**src/verilog/cb_status_regs.vh**
```
// offsets, field positions and reset values of the socket config registers
`ifndef CB_STATUS_REGS_VH
`define CB_STATUS_REGS_VH

// byte offsets in each function's configuration space
`define CB_OFS_SEC_STATUS      8'h16
`define CB_OFS_PRI_BUS         8'h18
`define CB_OFS_SEC_BUS         8'h19
`define CB_OFS_SUB_BUS         8'h1A

// dword indices (byte offset / 4) seen on the config port
`define CB_DW_STATUS           6'h05
`define CB_DW_BUSNUM           6'h06

// secondary status bit positions
`define CB_BIT_PARITY          15
`define CB_BIT_SERR            14
`define CB_BIT_MABORT          13
`define CB_BIT_TA_RCVD         12
`define CB_BIT_TA_SIG          11
`define CB_BIT_TIMING_HI       10
`define CB_BIT_TIMING_LO       9
`define CB_BIT_DPAR            8
`define CB_BIT_B2B             7
`define CB_BIT_UDF             6
`define CB_BIT_66MHZ           5

// sticky write-one-to-clear bits, fixed timing field and constant bits
`define CB_STICKY_MASK         16'hF900
`define CB_TIMING_CODE         2'h1
`define CB_STATUS_RESET        16'h0000
`define CB_FIXED_ZERO_BITS     16'h00FF

// bus number reset value
`define CB_BUS_RESET           8'h00

`endif

```
**src/verilog/cardbus_secondary_status_busnum.v**
```verilog
// per-socket secondary status and bus number registers of a cardbus bridge
//
// Overview of operation
// set status bit 15 on any cardbus address or data parity error
// set status bit 14 when the card asserts its system error line
// the system error line is an input only, never driven here
// set status bit 13 when our own cardbus cycle ends in master abort
// set status bit 12 when the target aborts our own cardbus cycle
// set status bit 11 when we as target abort a cardbus cycle
// bits 10 to 9 read fixed 01b, medium select timing; writes ignored
// set bit 8 on perr in our master data phase with response enabled
// bit 7 reads 0, no fast back-to-back acceptance
// bit 6 reads 0, no user-definable features
// bit 5 reads 0, card clock is at most 33 MHz
// bits 4 to 0 are reserved and read zero
// writing 1 clears an error bit; writing 0 leaves it alone
// sticky error bits clear only on the global reset input
// each socket function has its own status word
// primary bus number, 8-bit read/write, resets to 00h
// secondary_bus_number, 8-bit read/write, resets to 00h
// forwarding decision uses primary, cardbus and subordinate numbers
// each function keeps its own secondary_bus_number
// subordinate bus number, 8-bit read/write, highest bus below cardbus
// claim own cardbus number as type 0, higher up to subordinate type 1
// a set and a write-one clear in the same clock leave the bit set
`timescale 1ns/1ps
`include "cb_status_regs.vh"

module cardbus_secondary_status_busnum #(
    parameter NFUNC  = 2,
    parameter FUNC_W = 1
) (
    input  wire                mclk,
    input  wire                rst,
    input  wire                global_reset_input,
    // configuration access port
    input  wire                cfg_rd,
    input  wire                cfg_wr,
    input  wire [FUNC_W-1:0]   cfg_func,
    input  wire [5:0]          cfg_addr,
    input  wire [3:0]          cfg_be,
    input  wire [31:0]         cfg_wdata,
    output reg  [31:0]         cfg_rdata,
    output reg                 cfg_ack,
    // card pins, one per socket
    input  wire [NFUNC-1:0]    cclk,
    input  wire [NFUNC-1:0]    cperr_n,
    input  wire [NFUNC-1:0]    cserr_n,
    // events from the cardbus transaction logic, one-cycle pulses, then two level qualifiers
    input  wire [NFUNC-1:0]    parity_err_evt,
    input  wire [NFUNC-1:0]    master_abort_evt,
    input  wire [NFUNC-1:0]    target_abort_rcvd_evt,
    input  wire [NFUNC-1:0]    target_abort_sig_evt,
    input  wire [NFUNC-1:0]    master_data_phase,
    input  wire [NFUNC-1:0]    parity_resp_en,
    // configuration forwarding decision
    input  wire                fwd_req,
    input  wire [7:0]          fwd_bus,
    output reg  [NFUNC-1:0]    fwd_type0,
    output reg  [NFUNC-1:0]    fwd_type1,
    output reg  [NFUNC-1:0]    fwd_local,
    output reg                 fwd_valid,
    // the bus numbers, for the rest of the bridge
    output wire [8*NFUNC-1:0]  primary_bus_number,
    output wire [8*NFUNC-1:0]  secondary_bus_number,
    output wire [8*NFUNC-1:0]  subordinate_bus_number
);

    // synchronised pins: card clocks, perr, serr, then the global reset
    wire [3*NFUNC:0] pins_raw;
    wire [3*NFUNC:0] pins_s;
    wire             global_reset_input_s;

    // all status words side by side for the read path
    wire [16*NFUNC-1:0] status_all;

    assign pins_raw = {global_reset_input, cserr_n, cperr_n, cclk};

    // error pins idle high and card clocks low so a sync reset does not fake an error
    sync2 #(
        .WIDTH (3*NFUNC+1),
        .INIT  ({1'b0, {(2*NFUNC){1'b1}}, {NFUNC{1'b0}}})
    ) u_pin_sync (
        .mclk  (mclk),
        .rst   (rst),
        .din   (pins_raw),
        .dout  (pins_s)
    );

    assign global_reset_input_s = pins_s[3*NFUNC];

    // common decode of the config port
    wire wr_status;
    wire wr_busnum;

    assign wr_status = cfg_wr && (cfg_addr == `CB_DW_STATUS);
    assign wr_busnum = cfg_wr && (cfg_addr == `CB_DW_BUSNUM);

    genvar f;
    generate
        for (f = 0; f < NFUNC; f = f + 1)
        begin : g_func
            localparam [FUNC_W-1:0] FN = f;

            wire        cclk_s;
            wire        cperr_n_s;
            wire        cserr_n_s;
            wire        cclk_rise;
            wire        sel;
            wire [15:0] clr_mask;
            wire [15:0] set_mask;
            wire [15:0] status_nxt;
            wire [15:0] status_word;
            wire        above_sec;
            wire        upto_sub;

            reg         cclk_prev_r;
            reg  [15:0] status_r;
            reg  [7:0]  pri_bus_r;
            reg  [7:0]  sec_bus_r;
            reg  [7:0]  sub_bus_r;

            assign cclk_s    = pins_s[f];
            assign cperr_n_s = pins_s[NFUNC+f];
            assign cserr_n_s = pins_s[2*NFUNC+f];

            // card pins are sampled on the synchronised rising card clock;
            // all three pass the same two flops so they stay aligned
            always @(posedge mclk)
            begin
                if (rst)
                    cclk_prev_r <= 1'b0;
                else
                    cclk_prev_r <= cclk_s;
            end

            assign cclk_rise = cclk_s & ~cclk_prev_r;

            assign sel = (cfg_func == FN);

            // write-one clears, upper byte of the dword only holds them
            assign clr_mask = (wr_status && sel && cfg_be[3]) ?
                              (cfg_wdata[31:16] & `CB_STICKY_MASK) :
                              16'h0000;

            assign set_mask[`CB_BIT_PARITY]  = parity_err_evt[f];
            // serr is only watched here, no drive path exists
            assign set_mask[`CB_BIT_SERR]    = cclk_rise &
                                               ~cserr_n_s;
            assign set_mask[`CB_BIT_MABORT]  = master_abort_evt[f];
            assign set_mask[`CB_BIT_TA_RCVD] =
                target_abort_rcvd_evt[f];
            assign set_mask[`CB_BIT_TA_SIG]  =
                target_abort_sig_evt[f];
            assign set_mask[`CB_BIT_DPAR]    = cclk_rise & ~cperr_n_s &
                                               master_data_phase[f] &
                                               parity_resp_en[f];
            assign set_mask[10:9] = 2'h0;
            assign set_mask[7:0]  = 8'h00;

            // the set term is or-ed in last so it beats a same-cycle clear
            assign status_nxt = ((status_r & ~clr_mask) | set_mask) &
                                `CB_STICKY_MASK;

            // only the global reset touches the sticky bits
            always @(posedge mclk)
            begin
                if (global_reset_input_s)
                    status_r <= `CB_STATUS_RESET;
                else
                    status_r <= status_nxt;
            end

            // the fixed fields are built on read, nothing stores them
            assign status_word[15:11] = status_r[15:11];
            assign status_word[10:9]  = `CB_TIMING_CODE;
            assign status_word[8]     = status_r[8];
            assign status_word[`CB_BIT_B2B]   = 1'b0;
            assign status_word[`CB_BIT_UDF]   = 1'b0;
            assign status_word[`CB_BIT_66MHZ] = 1'b0;
            assign status_word[4:0]   = 5'h00;

            assign status_all[16*f +: 16] = status_word;

            // bus numbers: byte lanes 0, 1, 2 of the dword at 18h
            always @(posedge mclk)
            begin
                if (rst || global_reset_input_s)
                begin
                    pri_bus_r <= `CB_BUS_RESET;
                    sec_bus_r <= `CB_BUS_RESET;
                    sub_bus_r <= `CB_BUS_RESET;
                end
                else if (wr_busnum && sel)
                begin
                    if (cfg_be[0])
                        pri_bus_r <= cfg_wdata[7:0];
                    if (cfg_be[1])
                        sec_bus_r <= cfg_wdata[15:8];
                    if (cfg_be[2])
                        sub_bus_r <= cfg_wdata[23:16];
                end
            end

            assign primary_bus_number[8*f +: 8]     = pri_bus_r;
            assign secondary_bus_number[8*f +: 8]   = sec_bus_r;
            assign subordinate_bus_number[8*f +: 8] = sub_bus_r;

            // type 1 window is strictly above the cardbus number
            assign above_sec = (fwd_bus > sec_bus_r);
            assign upto_sub  = (fwd_bus <= sub_bus_r);

            // a bad subordinate setting simply yields no type 1 window
            always @(posedge mclk)
            begin
                if (rst)
                begin
                    fwd_type0[f] <= 1'b0;
                    fwd_type1[f] <= 1'b0;
                    fwd_local[f] <= 1'b0;
                end
                else if (fwd_req)
                begin
                    fwd_local[f] <= (fwd_bus == pri_bus_r);
                    fwd_type0[f] <= (fwd_bus != pri_bus_r) &&
                                    (fwd_bus == sec_bus_r);
                    fwd_type1[f] <= (fwd_bus != pri_bus_r) &&
                                    above_sec && upto_sub;
                end
            end
        end
    endgenerate

    always @(posedge mclk)
    begin
        if (rst)
            fwd_valid <= 1'b0;
        else
            fwd_valid <= fwd_req;
    end

    // read path: one register stage, unmapped dwords read zero
    always @(posedge mclk)
    begin
        if (rst)
        begin
            cfg_rdata <= 32'h00000000;
            cfg_ack   <= 1'b0;
        end
        else
        begin
            cfg_ack <= cfg_rd | cfg_wr;
            if (cfg_rd)
            begin
                case (cfg_addr)
                    `CB_DW_STATUS:
                        cfg_rdata <= {status_all[{cfg_func, 4'h0} +: 16],
                                      16'h0000};
                    `CB_DW_BUSNUM:
                        cfg_rdata <= {8'h00,
                                      subordinate_bus_number[
                                          {cfg_func, 3'h0} +: 8],
                                      secondary_bus_number[
                                          {cfg_func, 3'h0} +: 8],
                                      primary_bus_number[
                                          {cfg_func, 3'h0} +: 8]};
                    default:
                        cfg_rdata <= 32'h00000000;
                endcase
            end
            else
            begin
                cfg_rdata <= 32'h00000000;
            end
        end
    end

endmodule // cardbus_secondary_status_busnum

```
**src/verilog/sync2.v**
```verilog
// two-flop synchroniser for a group of asynchronous pin levels
`timescale 1ns/1ps

module sync2 #(
    parameter WIDTH = 1,
    parameter [WIDTH-1:0] INIT = {WIDTH{1'b0}}
) (
    input  wire             mclk,
    input  wire             rst,
    input  wire [WIDTH-1:0] din,
    output wire [WIDTH-1:0] dout
);

    reg [WIDTH-1:0] meta_r;
    reg [WIDTH-1:0] sync_r;

    always @(posedge mclk)
    begin
        if (rst)
        begin
            meta_r <= INIT;
            sync_r <= INIT;
        end
        else
        begin
            meta_r <= din;
            sync_r <= meta_r;
        end
    end

    assign dout = sync_r;

endmodule // sync2
```
**config.mk**
```make
export PLATFORM = sky130hd
export DESIGN_NAME = cardbus_secondary_status_busnum
export DESIGN_NICKNAME = d
export VERILOG_FILES = /design/src/verilog/cardbus_secondary_status_busnum.v /design/src/verilog/sync2.v
export VERILOG_INCLUDE_DIRS = /design/src /design/src/verilog
export SDC_FILE = /design/constraint.sdc
export NUM_CORES = 1
export LEC_CHECK = 0
export ABC_CLOCK_PERIOD_IN_PS = 2900
export BUFFER_PORTS_ARGS = -buffer_cell sky130_fd_sc_hd__buf_2
export CAP_MARGIN = 10
export CORE_AREA = 2 2 123 125
export CTS_CLUSTER_DIAMETER = 50
export CTS_CLUSTER_SIZE = 20
export DETAILED_ROUTE_END_ITERATION = 6
export DIE_AREA = 0 0 125 127
export SKIP_LAST_GASP = 1
export SLEW_MARGIN = 20
export SYNTH_ARGS = -nofsm -noshare
export SYNTH_HDL_FRONTEND = slang
export SYNTH_SLANG_ARGS = --single-unit
```
**constraint.sdc**
```tcl
create_clock -name mclk -period 2.9 [get_ports mclk]
set_clock_uncertainty 0.2 [all_clocks]
set_input_delay 0.58 -clock mclk [delete_from_list [all_inputs] [get_ports mclk]]
set_output_delay 0.58 -clock mclk [all_outputs]
set_load 0.02 [all_outputs]
```
Word-level counts from Yosys, hierarchy flattened
Index checks and enable logic that the tools add are counted.
Cells by class
  magnitude comparators: 4
  equality and inequality tests: 8
  shifts and indexed selects: 4
  multiplexer cells: 3
  bitwise logic cells: 25
  reductions and logical operators: 22
Operators with widths (number)
  $pmux 32 s2: 1
  $shiftx 16x5->8: 3
  $and 16x16->16: 2
  $eq 8x8->1: 4
  $mux 16: 2
  $not 16->16: 2
  $or 16x16->16: 2
  $shiftx 32x6->16: 1
  $gt 8x8->1: 2
  $le 8x8->1: 2
  $ne 8x8->1: 2
  $logic_and 1x1->1: 14
  $eq 6x3->1 const B: 2
  $reduce_and 2->1: 6
  $and 1x1->1: 10
  $not 1->1: 8
  $reduce_or 2->1: 1
  $logic_or 1x1->1: 1
  $or 1x1->1: 1
Word-level totals
  flip-flop bits (word level): 136
  input bits: 75
  word-level logic and storage cells: 89

Longest topological paths before layout
  depth in word-level cells: 8
  gate-level depth with buffers: 7

Hierarchy
Synthesis repeated with hierarchy kept, for this count alone.
Unflattened totals
  cells, all modules: 577
  area, all modules: 5026.1 sq um
Modules (own cells, without submodules)
  cardbus_secondary_status_busnum: instances 1, cells each 548, area an instance 4642.0 sq um
  sync2: instances 1, cells each 29, area an instance 384.1 sq um

Least setup slack after synthesis
Ideal clock, no wire load.
  path type: input to register
  start point: input cfg_addr[3]
  end point: register g_func[0].pri_bus_r[7]
  data arrival time: 2.108 ns
  data required time: 2.568 ns
  path slack: 0.460 ns
  stages: 6
  cells stage by stage: or4b_1 -> buf_2 -> nor4b_4 -> nand2_1 -> nand2_1 -> a21oi_1
On the way
  word-level cells in the longest chain between the ends: 4
RTL lines
  start, declared: RTL line cardbus_secondary_status_busnum.v:40  | input wire [5:0] cfg_addr,
  $eq 6x3->1
  $logic_and 1x1->1: RTL line cardbus_secondary_status_busnum.v:97  | assign wr_busnum = cfg_wr && (cfg_addr == `CB_DW_BUSNUM);
  $logic_and 1x1->1: RTL line cardbus_secondary_status_busnum.v:194  | else if (wr_busnum && sel)
  $reduce_and 2->1 (no line)
  end signal, assigned: RTL line cardbus_secondary_status_busnum.v:190  | pri_bus_r <= `CB_BUS_RESET;
  end signal, assigned: RTL line cardbus_secondary_status_busnum.v:197  | pri_bus_r <= cfg_wdata[7:0];
  end, declared: RTL line cardbus_secondary_status_busnum.v:119  | reg [7:0] pri_bus_r;
No other way between the ends.
A chain may end at the register's enable or synchronous reset.

Worst setup path after layout
  start point: input cfg_addr[3]
  end point: register g_func[0].sec_bus_r[5]
On the way
  word-level cells in the longest chain between the ends: 4
RTL lines
  $eq 6x3->1
  $logic_and 1x1->1: RTL line cardbus_secondary_status_busnum.v:97
  $logic_and 1x1->1: RTL line cardbus_secondary_status_busnum.v:194
  $reduce_and 2->1 (no line)
  end signal, assigned: RTL line cardbus_secondary_status_busnum.v:191  | sec_bus_r <= `CB_BUS_RESET;
  end signal, assigned: RTL line cardbus_secondary_status_busnum.v:199  | sec_bus_r <= cfg_wdata[15:8];
  end, declared: RTL line cardbus_secondary_status_busnum.v:120  | reg [7:0] sec_bus_r;
No other way between the ends.

==> flow_summary.yaml <==
setup_path:
  critPathMaxFanout: 27
  critPathLaunchType: "input pin"
  slowest_stage: "or4b_1"
  crit_buf_inv: 2
  max_stage_delay_ns: 0.71
  cp.required_ns: 2.97
  crit_path_end_kind: "register"
  cp_common_cell: "nand2_1"
  crit-reg2reg-launch: "g_func[0].sec_bus_r[1]"
  worst-r2r-setup-slack_ns: 1.01
  crit_type: "input pin to register"
  crit_family: "simple AND/OR/NAND/NOR gates"
  r2r_cells: 7
  worstPathArrival_ns: 2.48
  path_cells: "buf_2, or4b_1, nor4b_4, buf_12, nand2_1, nand2_1, a21oi_1"
  timing.rr.end: "fwd_type1[0]"
cts:
  holdBufCountCts: 0
  h-tree-depth: 4
  cts_tree: "done"
  numCtsBuffers: 17
  clk_latency_ns: 0.42
  post-cts-setup-buffers: 0
  clock_sinks: 115
  cts_root_buffer: "clkbuf_16"
  clock_path_buffers: 2
  cts_resized: 0
  clkSlewWorstSetupHoldPaths_ns: 0.06
timing:
  fin_tns_setup_ns: 0
  worst_pin_slew_ns: 0.5519
  min_period_over_period_pct: 82.94
  report.final.slew_viol_count: 0
  timing.hold.ws_ns: 0.1438
  rsz0062_at_grt: "false"
  relSlewSlack_pct: 63.20
  final.min_clock_period_ns: 2.405
  hold_viol_final: 0
  fmax_mhz: 415.8
  setup_viol: 0
detailed_routing:
  detail-route-antenna-nets: 0
  via_count: 4662
  drt_iter0_markers: 352
  route.detailed.drc: 0
  first_pass_iters: 5
  wirelength_mm: 15.04
  routedWlPerCell_um: 16.10
  viasPerCell: 4.991
cells_and_area:
  area_growth_syn_to_layout_pct: 30.91
  antenna_cells: 0
  seqCellArea_mm2: 0.002302
  multi_input_area_mm2: 0.002465
  n_fill_cell: 1459
  fin_cells: 934
  nets: 844
  final_common_cell: "buf_2"
  drive_gt1_share_pct: 28.53
  final_cell_mix: "buf_2 (159), dfxtp_1 (115), a21oi_1 (78)"
flow_run:
  maxCapViolCount: 0
floorplanning:
  core_mm2: 0.01442
  start_util_pct: 34.83
  die-area_mm2: 0.01588
  fp.dieW_um: 125
  die_h_um: 127
  fp-row-count: 44
  num_io_pins: 163
hold_path:
  worstHoldStart: "cperr_n[1]"
  holdCritPathClass: "input pin to register"
  hold_path_end: "u_pin_sync.meta_r[3]"
  holdPathStages: 2
place:
  dp_cells: 902
  port_buffers: 159
  gp_congestion: 0.7944
  hpwl_mm: 11.10
global_routing:
  antenna_found_initial: 0
  gr-total-overflow: 0
  grt_pass1_vias: 4604
  grt_max_degree: 28
  grt_pass1_wl_mm: 23.64
  grt_use_total_pct: 19.07
synthesis:
  ys_seq_elements: 115
  syn_inst: 576
  synth_warnings: 0
  synth_area_leader_cell: "dfxtp_1"
  synth.yosys.seq_area_share_pct: 45.83
  synth_nets: 683
  synthesis.area_mm2: 0.005024
  synth_cell_type_count: 32
  synth_area_per_cell_um2: 8.721
  synthTopCellsByArea: "dfxtp_1 (46%), ha_1 (8.0%), a21oi_1 (7.8%)"
  synth_top_cell_area_share_pct: 45.83
power:
  pwr_density_cell_mw_per_mm2: 575.3
  power.leakage_uw: 0.002851
  vdd_drop_max_mv: 0.3823
  total_power_uw: 3783
status:
  status: "finished, final reports clean"
[metrics by stage]
| stage | instance area [um^2] | setup slack (ns) | utilization [%] |
|---|---|---|---|
| after floorplan | 5024 | 0.4601 | - |
| after global placement | 6030 | 0.07471 | 41.80 |
| final | 6576 | 0.4948 | 45.59 |
| after global routing | 6576 | 0.4001 | 45.59 |
| after detailed placement | 6030 | 0.05869 | 41.80 |
| after CTS | 6576 | 0.4970 | 45.59 |
[worst max path at each step]
stage / start / to / slack [ns] / cells past startpoint
5_1_grt: cfg_addr[3] / g_func[1].sec_bus_r[5] / 0.40 / 7
4_1_cts: cfg_addr[3] / g_func[1].sec_bus_r[5] / 0.50 / 7
3_3_place_gp: cfg_addr[3] / g_func[1].sec_bus_r[5] / 0.07 / 7
6_report: cfg_addr[3] / g_func[0].sec_bus_r[5] / 0.49 / 7
3_5_place_dp: cfg_addr[3] / g_func[1].sec_bus_r[5] / 0.06 / 7
2_1_floorplan: cfg_addr[3] / g_func[0].pri_bus_r[7] / 0.46 / 6
[synthesized netlist by cell type, drive strengths merged]
cell and n:
or2 9, nor4b 2, dfxtp 115, mux2i 30, nor2 53, o211ai 4
conb 1, nor4 6, o21a 2, inv 31, a21boi 2, nand4 8
nor3 4, o21ai 6, ha 32, nor3b 3, xor2 16, clkbuf 21
nand2b 4, buf 7, nor2b 15, or4b 2, nand4b 2, nand3b 1
nand2 72, a32o 2, a21oi 78, nand3 48
[area by class of cell]
cell class              instances  area share [%]
repair buffers                170           13.93
clock inverters                13           1.579
inverters                      31           1.769
multi-input cells             402           37.48
well taps                     184           3.501
flip-flops and latches        115           35.01
clock buffers                  19           6.735
[registers in the layout, summed over array words and instances (netlist names)]
register and flops:
fwd_valid 1, u_pin_sync.dout 7, g_func.sec_bus_r 16, g_func.pri_bus_r 16
u_pin_sync.meta_r 7, fwd_local 2, cfg_ack 1, cfg_rdata 31
g_func.status_r 12, fwd_type1 2, g_func.cclk_prev_r 2, fwd_type0 2
g_func.sub_bus_r 16
[worst reg2reg max path, cell delays in order (launching register included)]
cell	delay (ns)
dfxtp_1	0.42
inv_1	0.07
ha_1	0.28
nor2b_1	0.14
o211ai_1	0.17
a21oi_1	0.09
o21a_1	0.20
a32o_1	0.21
[power breakdown]
group	switching, uW	internal, uW
combinational	149	106
sequential	13.3	1610
clock	783	1120
total	946	2840
[logic make-up (layout without fill, tap and decap cells)]
kind of cell	after synthesis	after routing	synth area share (%)
compound gates	94	94	9.962
fa+ha+maj	32	32	7.970
xor+xnor	16	16	2.789
other cells	1	1	0.07465
buf+inv	59	233	5.106
mux	30	30	5.978
simple gates	229	229	22.29
flops	115	115	45.83
[per-layer routing]
layer | vias to the layer above | part of all wire, % | wire, um | GRT usage [%]
li1 | 2285 | - | - | -
met1 | 2178 | 44 | 6646 | 23.84
met2 | 175 | 48 | 7210 | 31.23
met3 | 24 | 6.4 | 963 | 5.360
met4 | 0 | 1.4 | 216 | 7.712
met5 | - | 0 | 0 | 0
(Power assumes the default switching activity.)
